`src/design/oc_pkg.sv`:
```
// Package: register map, field layout and modes of the output compare channel
package oc_pkg;
  // ----------------------------------------
  // Register bus
  // ----------------------------------------
  localparam int ADDR_W = 4;
  localparam int DATA_W = 16;
  localparam logic [3:0] ADDR_CONTROL = 4'h0;
  localparam logic [3:0] ADDR_PRIMARY = 4'h1;
  localparam logic [3:0] ADDR_SECONDARY = 4'h2;
  localparam logic [3:0] ADDR_IRQ_STATUS = 4'h3;
  localparam logic [3:0] ADDR_IRQ_MASK = 4'h4;
  localparam logic [3:0] ADDR_GPIO = 4'h5;
  // ----------------------------------------
  // Control register fields
  // ----------------------------------------
  localparam int MODE_LSB = 0;
  localparam int MODE_W = 3;
  localparam int TSEL_BIT = 3;
  localparam int FAULT_BIT = 4;
  localparam int IDLE_BIT = 13;
  localparam logic [15:0] CONTROL_RESET = 16'h0000;
  localparam logic [15:0] CONTROL_WMASK = 16'h200F;
  // ----------------------------------------
  // Interrupt status bits
  // ----------------------------------------
  localparam int IRQ_W = 2;
  localparam int IRQ_PIN = 0;
  localparam int IRQ_FAULT = 1;
  // ----------------------------------------
  // Modes
  // ----------------------------------------
  typedef enum logic [2:0] {
    MODE_OFF = 3'b000,
    MODE_SET_HIGH = 3'b001,
    MODE_SET_LOW = 3'b010,
    MODE_TOGGLE = 3'b011,
    MODE_ONE_PULSE = 3'b100,
    MODE_PULSES = 3'b101,
    MODE_PWM = 3'b110,
    MODE_PWM_FAULT = 3'b111
  } mode_e;
  typedef struct packed {
    logic idleStop;
    logic timerSel;
    mode_e mode;
  } ctrl_s;
  typedef struct packed {
    logic [ADDR_W-1:0] addr;
    logic [DATA_W-1:0] wdata;
    logic wr;
    logic rd;
  } bus_req_s;
endpackage

```
`src/design/oc_sync.sv`:
```
// Two flip-flop synchroniser for one level
module oc_sync (
  input wire logic mclk,
  input wire logic sys_rst,
  input wire logic din,
  output logic dout
);
  logic stage1;
  always_ff @(posedge mclk) begin
    if (sys_rst) begin
      stage1 <= 1'b0;
      dout <= 1'b0;
    end else begin
      stage1 <= din;
      dout <= stage1;
    end
  end
endmodule

```
`src/design/oc_edge.sv`:
```
// Rising and falling edge detector, outputs decoded from a registered previous sample
module oc_edge (
  input wire logic mclk,
  input wire logic sys_rst,
  input wire logic sig,
  output logic rise,
  output logic fall
);
  logic prev;
  always_ff @(posedge mclk) begin
    if (sys_rst) begin
      prev <= 1'b0;
    end else begin
      prev <= sig;
    end
  end
  assign rise = sig & ~prev;
  assign fall = ~sig & prev;
endmodule

```
`src/design/output_compare_channel.sv`:
```
// Output compare channel: compare engine, register slave and interrupt
// Functional notes
// - Timer select bit picks second timer
// - Match against compare registers changes pin
// - Mode 111 PWM, fault input, fault interrupt
// - Mode 110 PWM, fault ignored, no interrupt
// - Mode 101 continuous pulses, falling-edge interrupt
// - Mode 100 one delayed pulse, falling interrupt
// - Mode 011 toggles, interrupt on both edges
// - Mode 010 starts high, match drives low
// - Mode 001 starts low, match drives high
// - Mode 000 disabled, pin from port logic
// - Fault status bit set, hardware-cleared only
// - Idle-stop bit halts channel in Idle; in 111 a fault still drives pin low and interrupts
// - Mode field is control bits 2-0
module output_compare_channel #(
  parameter int TMR_W = 16
) (
  input wire logic mclk,
  input wire logic sys_rst,
  input wire logic [oc_pkg::ADDR_W-1:0] regAddr,
  input wire logic [oc_pkg::DATA_W-1:0] regWdata,
  input wire logic regWr,
  input wire logic regRd,
  output logic [oc_pkg::DATA_W-1:0] regRdata,
  input wire logic [TMR_W-1:0] firstTimer,
  input wire logic [TMR_W-1:0] secondTimer,
  input wire logic firstTimerRoll,
  input wire logic secondTimerRoll,
  input wire logic cpuIdle,
  input wire logic faultInput,
  input wire logic gpioLevel,
  output logic comparePin,
  output logic irq
);
  // ----------------------------------------
  // Registers
  // ----------------------------------------
  oc_pkg::ctrl_s ctrl;
  oc_pkg::bus_req_s req;
  logic [TMR_W-1:0] primaryCompare;
  logic [TMR_W-1:0] secondaryCompare;
  logic [TMR_W-1:0] activeDuty;
  logic [oc_pkg::IRQ_W-1:0] irqStatus;
  logic [oc_pkg::IRQ_W-1:0] irqMask;
  logic faultStatus;
  logic pinLevel;
  logic pulseArmed;
  logic faultSync;
  logic faultRise;
  logic faultFall;
  logic pinRise;
  logic pinFall;
  logic ctrlWrite;
  logic [TMR_W-1:0] timerValue;
  logic timerRoll;
  logic running;
  logic matchPrimary;
  logic matchSecondary;
  logic matchDuty;
  logic isPwm;
  logic pinEvent;
  logic faultEvent;

  // ----------------------------------------
  // Helper functions
  // ----------------------------------------
  // Mode field of a control word
  function automatic oc_pkg::mode_e decodeMode(input logic [oc_pkg::DATA_W-1:0] word);
    return oc_pkg::mode_e'(word[oc_pkg::MODE_LSB +: oc_pkg::MODE_W]);
  endfunction

  // Operands passed in so continuous assigns see every change
  function automatic logic hitsCount(
    input logic live,
    input logic [TMR_W-1:0] count,
    input logic [TMR_W-1:0] cmpValue
  );
    return live && (count == cmpValue);
  endfunction

  assign req = '{addr: regAddr, wdata: regWdata, wr: regWr, rd: regRd};
  assign ctrlWrite = req.wr && (req.addr == oc_pkg::ADDR_CONTROL);

  // ----------------------------------------
  // Time base and matches
  // ----------------------------------------
  assign timerValue = ctrl.timerSel ? secondTimer : firstTimer;
  assign timerRoll = ctrl.timerSel ? secondTimerRoll : firstTimerRoll;
  assign running = !(ctrl.idleStop && cpuIdle);
  assign matchPrimary = hitsCount(running, timerValue, primaryCompare);
  assign matchSecondary = hitsCount(running, timerValue, secondaryCompare);
  assign matchDuty = hitsCount(running, timerValue, activeDuty);
  assign isPwm = (ctrl.mode == oc_pkg::MODE_PWM) || (ctrl.mode == oc_pkg::MODE_PWM_FAULT);

  // ----------------------------------------
  // Fault synchroniser and edge detectors
  // ----------------------------------------
  // Fault pin is asynchronous to mclk
  oc_sync faultSyncer (
    .mclk(mclk),
    .sys_rst(sys_rst),
    .din(faultInput),
    .dout(faultSync)
  );

  oc_edge faultEdge (
    .mclk(mclk),
    .sys_rst(sys_rst),
    .sig(faultSync),
    .rise(faultRise),
    .fall(faultFall)
  );

  oc_edge pinEdge (
    .mclk(mclk),
    .sys_rst(sys_rst),
    .sig(pinLevel),
    .rise(pinRise),
    .fall(pinFall)
  );

  // ----------------------------------------
  // Control register
  // ----------------------------------------
  // Writes assumed only with the timer stopped
  always_ff @(posedge mclk) begin
    if (sys_rst) begin
      ctrl.idleStop <= oc_pkg::CONTROL_RESET[oc_pkg::IDLE_BIT];
      ctrl.timerSel <= oc_pkg::CONTROL_RESET[oc_pkg::TSEL_BIT];
      ctrl.mode <= decodeMode(oc_pkg::CONTROL_RESET);
    end else if (ctrlWrite) begin
      ctrl.idleStop <= req.wdata[oc_pkg::IDLE_BIT];
      ctrl.timerSel <= req.wdata[oc_pkg::TSEL_BIT];
      ctrl.mode <= decodeMode(req.wdata);
    end
  end

  // ----------------------------------------
  // Compare registers
  // ----------------------------------------
  always_ff @(posedge mclk) begin
    if (sys_rst) begin
      primaryCompare <= '0;
      secondaryCompare <= '0;
    end else if (req.wr) begin
      if (req.addr == oc_pkg::ADDR_PRIMARY) begin
        primaryCompare <= req.wdata[TMR_W-1:0];
      end
      if (req.addr == oc_pkg::ADDR_SECONDARY) begin
        secondaryCompare <= req.wdata[TMR_W-1:0];
      end
    end
  end

  // ----------------------------------------
  // Active duty, reloaded at period rollover
  // ----------------------------------------
  // Mid-period updates would glitch the output
  always_ff @(posedge mclk) begin
    if (sys_rst) begin
      activeDuty <= '0;
    end else if (ctrlWrite) begin
      activeDuty <= primaryCompare;
    end else if (isPwm && running && timerRoll) begin
      activeDuty <= secondaryCompare;
    end
  end

  // ----------------------------------------
  // Fault status, cleared only by hardware
  // ----------------------------------------
  // Set by a fault in 111; cleared when mode leaves 111 or fault releases at period
  always_ff @(posedge mclk) begin
    if (sys_rst) begin
      faultStatus <= 1'b0;
    end else if (ctrl.mode == oc_pkg::MODE_PWM_FAULT && !faultSync && running) begin
      faultStatus <= 1'b1;
    end else if (ctrl.mode != oc_pkg::MODE_PWM_FAULT) begin
      faultStatus <= 1'b0;
    end else if (timerRoll && faultSync) begin
      faultStatus <= 1'b0;
    end
  end

  // ----------------------------------------
  // Output pin engine
  // ----------------------------------------
  always_ff @(posedge mclk) begin
    if (sys_rst) begin
      pinLevel <= 1'b0;
      pulseArmed <= 1'b0;
    end else if (ctrlWrite) begin
      pulseArmed <= 1'b1;
      // Entry levels take effect on the write itself
      unique case (decodeMode(req.wdata))
        oc_pkg::MODE_OFF: pinLevel <= pinLevel;
        oc_pkg::MODE_SET_LOW: pinLevel <= 1'b1;
        oc_pkg::MODE_TOGGLE: pinLevel <= pinLevel;
        oc_pkg::MODE_PWM, oc_pkg::MODE_PWM_FAULT: begin
          pinLevel <= (primaryCompare != '0);
        end
        oc_pkg::MODE_SET_HIGH, oc_pkg::MODE_ONE_PULSE, oc_pkg::MODE_PULSES: begin
          pinLevel <= 1'b0;
        end
      endcase
    end else begin
      unique case (ctrl.mode)
        oc_pkg::MODE_OFF: pinLevel <= pinLevel;
        oc_pkg::MODE_SET_HIGH: begin
          if (matchPrimary && pulseArmed) begin
            pinLevel <= 1'b1;
            pulseArmed <= 1'b0;
          end
        end
        oc_pkg::MODE_SET_LOW: begin
          if (matchPrimary && pulseArmed) begin
            pinLevel <= 1'b0;
            pulseArmed <= 1'b0;
          end
        end
        oc_pkg::MODE_TOGGLE: begin
          if (matchPrimary) begin
            pinLevel <= ~pinLevel;
          end
        end
        oc_pkg::MODE_ONE_PULSE, oc_pkg::MODE_PULSES: begin
          if (matchPrimary && pulseArmed) begin
            pinLevel <= 1'b1;
          end else if (matchSecondary && pinLevel) begin
            pinLevel <= 1'b0;
            // Single pulse disarms; continuous mode stays armed
            pulseArmed <= (ctrl.mode == oc_pkg::MODE_PULSES);
          end
        end
        oc_pkg::MODE_PWM, oc_pkg::MODE_PWM_FAULT: begin
          if (ctrl.mode == oc_pkg::MODE_PWM_FAULT && (faultStatus || !faultSync)) begin
            pinLevel <= 1'b0;
          end else if (running && timerRoll) begin
            pinLevel <= (secondaryCompare != '0);
          end else if (matchDuty) begin
            pinLevel <= 1'b0;
          end
        end
      endcase
    end
  end

  assign comparePin = (ctrl.mode == oc_pkg::MODE_OFF) ? gpioLevel : pinLevel;

  // ----------------------------------------
  // Interrupt events
  // ----------------------------------------
  always_comb begin
    pinEvent = 1'b0;
    unique case (ctrl.mode)
      oc_pkg::MODE_OFF: pinEvent = 1'b0;
      oc_pkg::MODE_SET_HIGH: pinEvent = pinRise;
      oc_pkg::MODE_SET_LOW: pinEvent = pinFall;
      oc_pkg::MODE_TOGGLE: pinEvent = pinRise | pinFall;
      oc_pkg::MODE_ONE_PULSE: pinEvent = pinFall;
      oc_pkg::MODE_PULSES: pinEvent = pinFall;
      oc_pkg::MODE_PWM: pinEvent = 1'b0;
      oc_pkg::MODE_PWM_FAULT: pinEvent = 1'b0;
    endcase
  end
  // Fault pin asserts low
  assign faultEvent = (ctrl.mode == oc_pkg::MODE_PWM_FAULT) && faultFall;

  // ----------------------------------------
  // Write tracking and interrupt status
  // ----------------------------------------
  // Edges caused by the mode write itself are suppressed
  logic ctrlWriteDly;
  always_ff @(posedge mclk) begin
    if (sys_rst) begin
      ctrlWriteDly <= 1'b0;
    end else begin
      ctrlWriteDly <= ctrlWrite;
    end
  end

  // Set wins over write-one-to-clear
  always_ff @(posedge mclk) begin
    if (sys_rst) begin
      irqStatus <= '0;
    end else begin
      for (int i = 0; i < oc_pkg::IRQ_W; i++) begin
        if (req.wr && req.addr == oc_pkg::ADDR_IRQ_STATUS && req.wdata[i]) begin
          irqStatus[i] <= 1'b0;
        end
      end
      if (pinEvent && !ctrlWriteDly) begin
        irqStatus[oc_pkg::IRQ_PIN] <= 1'b1;
      end
      if (faultEvent) begin
        irqStatus[oc_pkg::IRQ_FAULT] <= 1'b1;
      end
    end
  end

  always_ff @(posedge mclk) begin
    if (sys_rst) begin
      irqMask <= '0;
    end else if (req.wr && req.addr == oc_pkg::ADDR_IRQ_MASK) begin
      irqMask <= req.wdata[oc_pkg::IRQ_W-1:0];
    end
  end

  assign irq = |(irqStatus & irqMask);

  // ----------------------------------------
  // Read data, one cycle after strobe
  // ----------------------------------------
  always_ff @(posedge mclk) begin
    if (sys_rst) begin
      regRdata <= '0;
    end else if (req.rd) begin
      regRdata <= '0;
      unique case (req.addr)
        oc_pkg::ADDR_CONTROL: begin
          regRdata[oc_pkg::IDLE_BIT] <= ctrl.idleStop;
          regRdata[oc_pkg::FAULT_BIT] <= faultStatus;
          regRdata[oc_pkg::TSEL_BIT] <= ctrl.timerSel;
          regRdata[oc_pkg::MODE_LSB +: oc_pkg::MODE_W] <= ctrl.mode;
        end
        oc_pkg::ADDR_PRIMARY: regRdata[TMR_W-1:0] <= primaryCompare;
        oc_pkg::ADDR_SECONDARY: regRdata[TMR_W-1:0] <= secondaryCompare;
        oc_pkg::ADDR_IRQ_STATUS: regRdata[oc_pkg::IRQ_W-1:0] <= irqStatus;
        oc_pkg::ADDR_IRQ_MASK: regRdata[oc_pkg::IRQ_W-1:0] <= irqMask;
        oc_pkg::ADDR_GPIO: regRdata[0] <= comparePin;
        default: regRdata <= '0;
      endcase
    end else begin
      regRdata <= '0;
    end
  end
endmodule

```
`config.mk`:
```
export PLATFORM = sky130hd
export DESIGN_NAME = output_compare_channel
export DESIGN_NICKNAME = d
export VERILOG_FILES = /design/src/design/oc_pkg.sv /design/src/design/oc_sync.sv /design/src/design/oc_edge.sv /design/src/design/output_compare_channel.sv
export SDC_FILE = /design/constraint.sdc
export NUM_CORES = 1
export LEC_CHECK = 0
export ABC_AREA = 1
export BUFFER_PORTS_ARGS = -buffer_cell sky130_fd_sc_hd__buf_2
export CORE_ASPECT_RATIO = 1.5
export CORE_UTILIZATION = 40
export DETAILED_ROUTE_END_ITERATION = 10
export GPL_TIMING_DRIVEN = 0
export PLACE_DENSITY = 0.63
export SLEW_MARGIN = 20
export SYNTH_ARGS = -nofsm -noshare
export SYNTH_HDL_FRONTEND = slang
export SYNTH_SLANG_ARGS = --single-unit
```
`constraint.sdc`:
```
create_clock -name mclk -period 2.9 [get_ports mclk]
set_input_delay 0.145 -clock mclk [delete_from_list [all_inputs] [get_ports mclk]]
set_output_delay 0.145 -clock mclk [all_outputs]
set_load 0.01 [all_outputs]
```
==> run metrics, run 1 <==
Cells after DPL=between 900 and 1000; final cell utilization of the core=0.497; maximum number of pins on one net before global-route repair=15; M3 GR Usage=0.0462; met1 GRT Util=0.317; Arr. time, crit path=approximately 2.4 ns; global route total overflow=0; die footprint=between 10000 and 15000 um^2; maximum achievable frequency=roughly 460 MHz; top-count cell post-synth=sky130_fd_sc_hd__nand2_1; cell with the biggest individual delay on the critical path=sky130_fd_sc_hd__clkbuf_1; max_slew headroom=0.519; post-route clock skew=about 0.0072 ns; outcome=finished, final reports clean; Data required, critical path=3.18 ns; detailed-route vias per instance=~5.4; DR WL/cell=about 17 um; Mapped Avg Cell Area=6.42 um^2; critical path cell sequence=buf_6, buf_6, mux2i_1, nor2_1, nand3_1, nand2_1, clkbuf_1, o21ai_0, a31oi_1; number of DRC violations after detailed-routing iteration 0=approximately 440; number of warnings reported in the yosys synthesis log=0; number of maximum-capacitance violations=0; clk sinks=between 80 and 90; clock tree from TritonCTS=done; floorplan die width=between 80 and 90 um; top area cells in the synthesized netlist=sky130_fd_sc_hd__dfxtp_1 35%, sky130_fd_sc_hd__nand2_1 16%, sky130_fd_sc_hd__o21ai_0 7.8%, sky130_fd_sc_hd__inv_1 7.3%, sky130_fd_sc_hd__a21oi_1 6.9%; wire length of the first global-routing pass=approximately 25 mm; RSZ-0062 raised after global routing=false; count of standard-cell rows=47; share of synthesized cell area in and, or, nand and nor gates=0.323; main combinational cell family by area after synthesis=simple AND/OR/NAND/NOR gates; leading post-synthesis cells by instance count=193 x sky130_fd_sc_hd__nand2_1, 89 x sky130_fd_sc_hd__inv_1, 81 x sky130_fd_sc_hd__dfxtp_1; startpoint types=register; Gate Count Post-Synth=a little over 700; fraction of registers with async set/reset=0; number of hold violations in the final report=0; Max Fanout on Critical Path=10; met2 Use GR=0.491; number of antenna violations at the first check in global routing=0; cell seen most often among critical-path stages=sky130_fd_sc_hd__buf_6; Overall Global Routing Usage=0.283; number of register bits inferred by synthesis=81; maximum number of buffers from clock root to sink=2; Syn Nets=slightly below 800; endpoint type of the worst setup path=register; post-route fraction of the period consumed by the critical path=0.748; min Tclk post-route=2.17 ns; number of H-tree levels=3; largest incremental delay on the critical path=approximately 0.48 ns; peak-usage layer in the global routing report=met2; Vias=slightly above 5000; total routed wirelength=around 16 mm; CTS clock-pin slew for the worst setup and hold paths=roughly 0.060 ns; sequential area share after synthesis=0.355; share of the synthesized netlist area taken by xor and xnor gates=0.00958; share of layout cells above drive strength 1=0.151; number of nets in the finished design=approximately 860; reported leakage power=approximately 2.4 nW; Post-synth top flop=sky130_fd_sc_hd__dfxtp_1; Peak supply drop=around 270 uV; number of optimization iterations in the first detailed-route pass=7; hold_ws=0.0898 ns; cell area after synthesis=~4600 um^2; Top delay family on crit path=buffers and inverters; Setup Total Neg Slack=0 ns; total power per unit cell area=about 500 nW/um^2; adder and majority gate portion of the synthesized area=0.00547; Worst Path Class, Setup=register to register; critical path buffer and inverter count=3; Core Box Area=around 11000 um^2; synthesis-to-finish area growth=20.2%; DRT antenna net count=0; vertical die dimension=~130 um; Worst Max-Slew Pin Slew=between 0.7 and 0.8 ns; clock latency on the worst-skew pair=between 0.3 and 0.4 ns; number of buffers added on ports=77; Num CTS Buffers=9; antenna cells=0; type of the tightest min-delay check=primary input to register; effective utilization at floorplan=0.414; total chip power=~2.8 mW; via count of the first global-routing pass=about 5000; last weighted congestion value of the routability-driven placer=a little over 0.9; area fraction in compound gates after synthesis=0.195; clock root buffer master=sky130_fd_sc_hd__clkbuf_16; count of distinct cell types in the synthesized netlist=33; Post-synth EDFFs=0; cts repair resizes=0; HPWL after detailed placement=between 10 and 15 mm; final number of setup-violating endpoints=0; post-route DRC violation count=0; fin cells=around 950; area fraction of the dominant cell type after synthesis=0.355; post-synth top area cell=sky130_fd_sc_hd__dfxtp_1; multiplexer fraction of the synthesized cell area=0.00219; I/O pin cnt=between 70 and 80; max-slew violation total from the final report=0; number of fillers in the final layout=~1200
## timing repair
action	in CTS	in global routing
hold endpoints to repair	1	0
hold buffers	1	0
buffers inserted	0	0
## final cells by class
type / instances / area [um^2] / area share
Timing Repair Buffer: 78 / 395 / 0.0719
Tap cell: 147 / 184 / 0.0335
Multi-Input combinational cell: 512 / 2450 / 0.446
Buffer: 28 / 154 / 0.0280
Sequential cell: 81 / 1620 / 0.295
Clock inverter: 7 / 118 / 0.0214
Clock buffer: 9 / 225 / 0.0410
Inverter: 91 / 347 / 0.0631
## cells in the final DEF (no fill, tap or decap), types with 5 or more instances in the layout
master,netlist,final
sky130_fd_sc_hd__a21oi_1,63,63
sky130_fd_sc_hd__a31oi_1,18,18
sky130_fd_sc_hd__dfxtp_1,81,81
sky130_fd_sc_hd__nand2_1,193,193
sky130_fd_sc_hd__nand3_1,47,47
sky130_fd_sc_hd__o21ai_1,6,6
sky130_fd_sc_hd__nand2_2,8,8
sky130_fd_sc_hd__nand4_1,10,10
sky130_fd_sc_hd__clkbuf_1,19,19
sky130_fd_sc_hd__buf_2,2,79
sky130_fd_sc_hd__o21ai_0,71,71
sky130_fd_sc_hd__o22ai_1,5,5
sky130_fd_sc_hd__nand2_4,9,9
sky130_fd_sc_hd__inv_1,89,89
sky130_fd_sc_hd__clkbuf_16,0,9
sky130_fd_sc_hd__nor2_1,54,54
## sequential cells by signal (all words and copies together) (netlist names), 2 cells and up
signal            flops
secondaryCompare     16
activeDuty           16
irqStatus             2
primaryCompare       16
ctrl                  5
regRdata             16
irqMask               2
## worst register-to-register path: stages, from the launching register on
cell,delay (ns)
sky130_fd_sc_hd__dfxtp_1,0.32
sky130_fd_sc_hd__buf_6,0.17
sky130_fd_sc_hd__buf_6,0.19
sky130_fd_sc_hd__mux2i_1,0.14
sky130_fd_sc_hd__nor2_1,0.14
sky130_fd_sc_hd__nand3_1,0.10
sky130_fd_sc_hd__nand2_1,0.22
sky130_fd_sc_hd__clkbuf_1,0.48
sky130_fd_sc_hd__o21ai_0,0.16
sky130_fd_sc_hd__a31oi_1,0.17
## metal layers
metal  vias to the layer above  part of all wire
li1                       2501                 -
met1                      2352              0.37
met2                       265              0.50
met3                        63             0.073
met4                         0             0.057
met5                         -                 0
## where the power goes
group	internal, mW	leakage, nW	switching, mW	total (mW)
sequential	1.13	0.655	0.0182	1.15
combinational	0.117	1.56	0.213	0.330
clock	0.843	0.170	0.485	1.33
## cells by family after synthesis
| family | Yosys count |
|---|---|
| AOI/OAI and AO/OA | 169 |
| xor gates and xnor gates | 5 |
| adders and majority gates | 2 |
| buffers and inverters | 119 |
| DFF | 81 |
| muxes | 1 |
| and+or+nand+nor | 335 |
## final timing paths
| path | start | endpoint | slack (ns) | cells past startpoint |
|---|---|---|---|---|
| worst max register to register | ctrl[3]$_SDFFE_PP0P_ | activeDuty[1]$_SDFFE_PP0P_ | 0.73 | 9 |
| worst min register to register | faultSyncer.stage1$_SDFF_PP0_ | faultSyncer.dout$_SDFF_PP0_ | 0.41 | 2 |
| worst min-delay path | cpuIdle | faultStatus$_SDFFE_PP0P_ | 0.09 | 4 |
| worst max-delay path | ctrl[3]$_SDFFE_PP0P_ | activeDuty[1]$_SDFFE_PP0P_ | 0.73 | 9 |
## per-stage QoR
stage	area [um^2]	worst slack, ns
after floorplan	4570	1.20
after global placement	5140	0.784
after detailed placement	5140	0.787
after CTS	5500	0.762
after global routing	5500	0.567
final	5500	0.731
Power figures use the tool's default switching activity.
==> run 2, diff against run 1 <==
- clock period: 2.9 -> 2.05 ns (I/O delays scaled with it)
==> run metrics, run 2 (synthesis results as in run 1) <==
maximum achievable frequency=496 MHz (+7.5%); synthesis-to-finish area growth=25.3%; maximum number of pins on one net before global-route repair=15 (unchanged); max-slew violation total from the final report=0 (unchanged); CTS clock-pin slew for the worst setup and hold paths=0.06 ns (about the same); Peak supply drop=380 uV (+40%); Num CTS Buffers=9 (unchanged); minimum setup slack after placement=-0.0629 ns (-0.850 ns); post-route DRC violation count=0 (unchanged); post-route fraction of the period consumed by the critical path=0.984 (+0.236); wire length of the first global-routing pass=24.9 mm (+0.22%); total power per unit cell area=700 nW/um^2 (+37%); number of maximum-capacitance violations=0 (unchanged); DRT antenna net count=0 (unchanged); FF+latch area=1620 um^2 (about the same); last weighted congestion value of the routability-driven placer=0.913 (unchanged); total routed wirelength=16.4 mm (+1.8%); antenna cells=0 (unchanged); share of layout cells above drive strength 1=0.198 (+0.0464); count of standard-cell rows=47 (unchanged); Post-Layout Inst Area=5730 um^2 (+4.3%); Arr. time, crit path=2.26 ns (-0.18 ns); RSZ-0062 raised after global routing=true; clock latency on the worst-skew pair=0.35 ns (about the same); launch point of the worst hold path=cpuIdle; die footprint=11900 um^2 (unchanged); number of antenna violations at the first check in global routing=0 (unchanged); clock root buffer master=sky130_fd_sc_hd__clkbuf_16; number of hold violations in the final report=0 (unchanged); most common cell after layout, fill and taps aside=sky130_fd_sc_hd__nand2_1; setup slack of the critical path after layout=0.0321 ns (-0.699 ns); met1 GRT Util=0.318 (+0.00155); max_slew headroom=0.514 (-0.00434); HPWL after detailed placement=12.2 mm (unchanged); number of buffers added on ports=77 (unchanged); Core Box Area=11100 um^2 (unchanged); Data required, critical path=2.29 ns (-0.89 ns); M3 GR Usage=0.0462 (unchanged); endpoint type of the worst setup path=register; Post-Place Cell Area=5140 um^2 (unchanged); DR WL/cell=17.1 um (+1.4%); number of DRC violations after detailed-routing iteration 0=434 (-0.46%); effective utilization at floorplan=0.414 (unchanged); peak-usage layer in the global routing report=met2; Critical path origin=ctrl[3]$_SDFFE_PP0P_; vertical die dimension=133 um (unchanged); Worst Max-Slew Pin Slew=0.728 ns (+0.00651 ns); global route total overflow=0 (unchanged); startpoint types=register; clk sinks=81 (unchanged); maximum number of buffers from clock root to sink=2 (unchanged); post-route clock skew=0.00544 ns (-0.00172 ns); min Tclk post-route=2.02 ns (-0.151 ns); number of H-tree levels=3 (unchanged); Reg-to-Reg Start=ctrl[3]$_SDFFE_PP0P_; area of the multi-input gates=2630 um^2 (+7.1%); number of nets in the finished design=867 (+0.35%); number of optimization iterations in the first detailed-route pass=6 (-1); outcome=finished, final reports clean; type of the tightest min-delay check=primary input to register; Overall Global Routing Usage=0.283 (+0.000507); Vias=5243 (+1.2%); floorplan die width=89.3 um (unchanged); final number of setup-violating endpoints=0 (unchanged); Worst Path Class, Setup=register to register; hold_ws=0.0470 ns (-0.0428 ns); clock tree from TritonCTS=done; via count of the first global-routing pass=4949 (-0.12%); reported leakage power=2.45 nW (+2.6%); number of fillers in the final layout=1179 (-1.5%); I/O pin cnt=79 (unchanged); most used cells in the layout excluding fill and tap cells=176 x sky130_fd_sc_hd__nand2_1, 89 x sky130_fd_sc_hd__inv_1, 80 x sky130_fd_sc_hd__buf_2, 80 x sky130_fd_sc_hd__dfxtp_1, 70 x sky130_fd_sc_hd__o21ai_0; detailed-route vias per instance=5.48 (+0.88%); Max Fanout on Critical Path=7 (-3); met2 Use GR=0.491 (unchanged)
==> run 2: changes by cell type in the layout (fill, tap and decap cells not counted), moves of 3 or more <==
cell / previous run / this run
sky130_fd_sc_hd__a21oi_1: 63 / 60
sky130_fd_sc_hd__nor2_1: 54 / 49
sky130_fd_sc_hd__buf_8: 0 / 4
sky130_fd_sc_hd__a21oi_2: 0 / 3
sky130_fd_sc_hd__nand2_2: 8 / 17
sky130_fd_sc_hd__nand2_1: 193 / 176
sky130_fd_sc_hd__nand2_8: 1 / 4
sky130_fd_sc_hd__nand2_4: 9 / 14
sky130_fd_sc_hd__o21ai_2: 0 / 3
sky130_fd_sc_hd__buf_6: 4 / 0
sky130_fd_sc_hd__nor2_2: 2 / 5
==> run 2: cell type report <==
| cell class | count | area share |
|---|---|---|
| multi-input cells | 512 | 0.458 |
| flip-flops and latches | 81 | 0.283 |
| repair buffers | 81 | 0.0760 |
| inverters | 91 | 0.0609 |
| clock buffers | 9 | 0.0393 |
| well taps | 147 | 0.0321 |
| plain buffers | 28 | 0.0299 |
| clock inverters | 7 | 0.0205 |
==> run 2: worst max-delay path, stage by stage, from the launching register on <==
cell and delay [ns]:
sky130_fd_sc_hd__dfxtp_2 0.33, sky130_fd_sc_hd__buf_8 0.14, sky130_fd_sc_hd__inv_8 0.05, sky130_fd_sc_hd__buf_12 0.15
sky130_fd_sc_hd__nand2_8 0.07, sky130_fd_sc_hd__nand2_4 0.07, sky130_fd_sc_hd__nand2_2 0.06, sky130_fd_sc_hd__o21ai_0 0.08
sky130_fd_sc_hd__nor2_1 0.11, sky130_fd_sc_hd__nand2_1 0.10, sky130_fd_sc_hd__nor2_4 0.18, sky130_fd_sc_hd__nand2_1 0.08
sky130_fd_sc_hd__nand2_1 0.05, sky130_fd_sc_hd__nand2_1 0.04, sky130_fd_sc_hd__nor2_1 0.11, sky130_fd_sc_hd__nand2_1 0.08
sky130_fd_sc_hd__nand2_2 0.07, sky130_fd_sc_hd__nand2_1 0.05, sky130_fd_sc_hd__nand2_1 0.05, sky130_fd_sc_hd__nor2_1 0.04
==> run 2: worst paths after layout <==
check             cells past startpoint                          end  slack [ns]
setup reg to reg                     19        pinLevel$_SDFFE_PP0P_        0.03
hold / removal                        4     faultStatus$_SDFFE_PP0P_        0.05
hold reg to reg                       2  faultSyncer.dout$_SDFF_PP0_        0.41
setup / recovery                     19        pinLevel$_SDFFE_PP0P_        0.03
==> run 2: report_power, final <==
| group | internal (mW) | switching (mW) |
|---|---|---|
| clock | 1.19 | 0.683 |
| sequential | 1.61 | 0.0260 |
| combinational | 0.185 | 0.324 |
| total | 2.98 | 1.03 |
==> run 2: routing by layer <==
layer	vias to the layer above	wire length, um
met5	-	0
met4	0	854
met3	69	1150
met2	260	8290
met1	2400	6080
li1	2514	-
==> run 2: what timing repair did <==
| item | 4_1_cts | 5_1_grt |
|---|---|---|
| pin swaps | 0 | 15 |
| endpoints found under the hold margin | 1 | 0 |
| hold buffers | 1 | 0 |
| buffers inserted | 0 | 2 |
| setup endpoints to repair | 16 | 16 |
| gates cloned | 0 | 1 |
| gates resized for setup | 6 | 49 |
==> run 2: stage by stage <==
step                      instances   util  setup TNS (ns)  total power [mW]
final                           956  0.518               0              4.01
after CTS                       953  0.499               0              3.98
after global placement          936  0.465          -0.764              2.11
after global routing            956  0.518          -0.206              4.15
after detailed placement        936  0.465          -0.696              2.12
after floorplan                 712      -               0              1.94
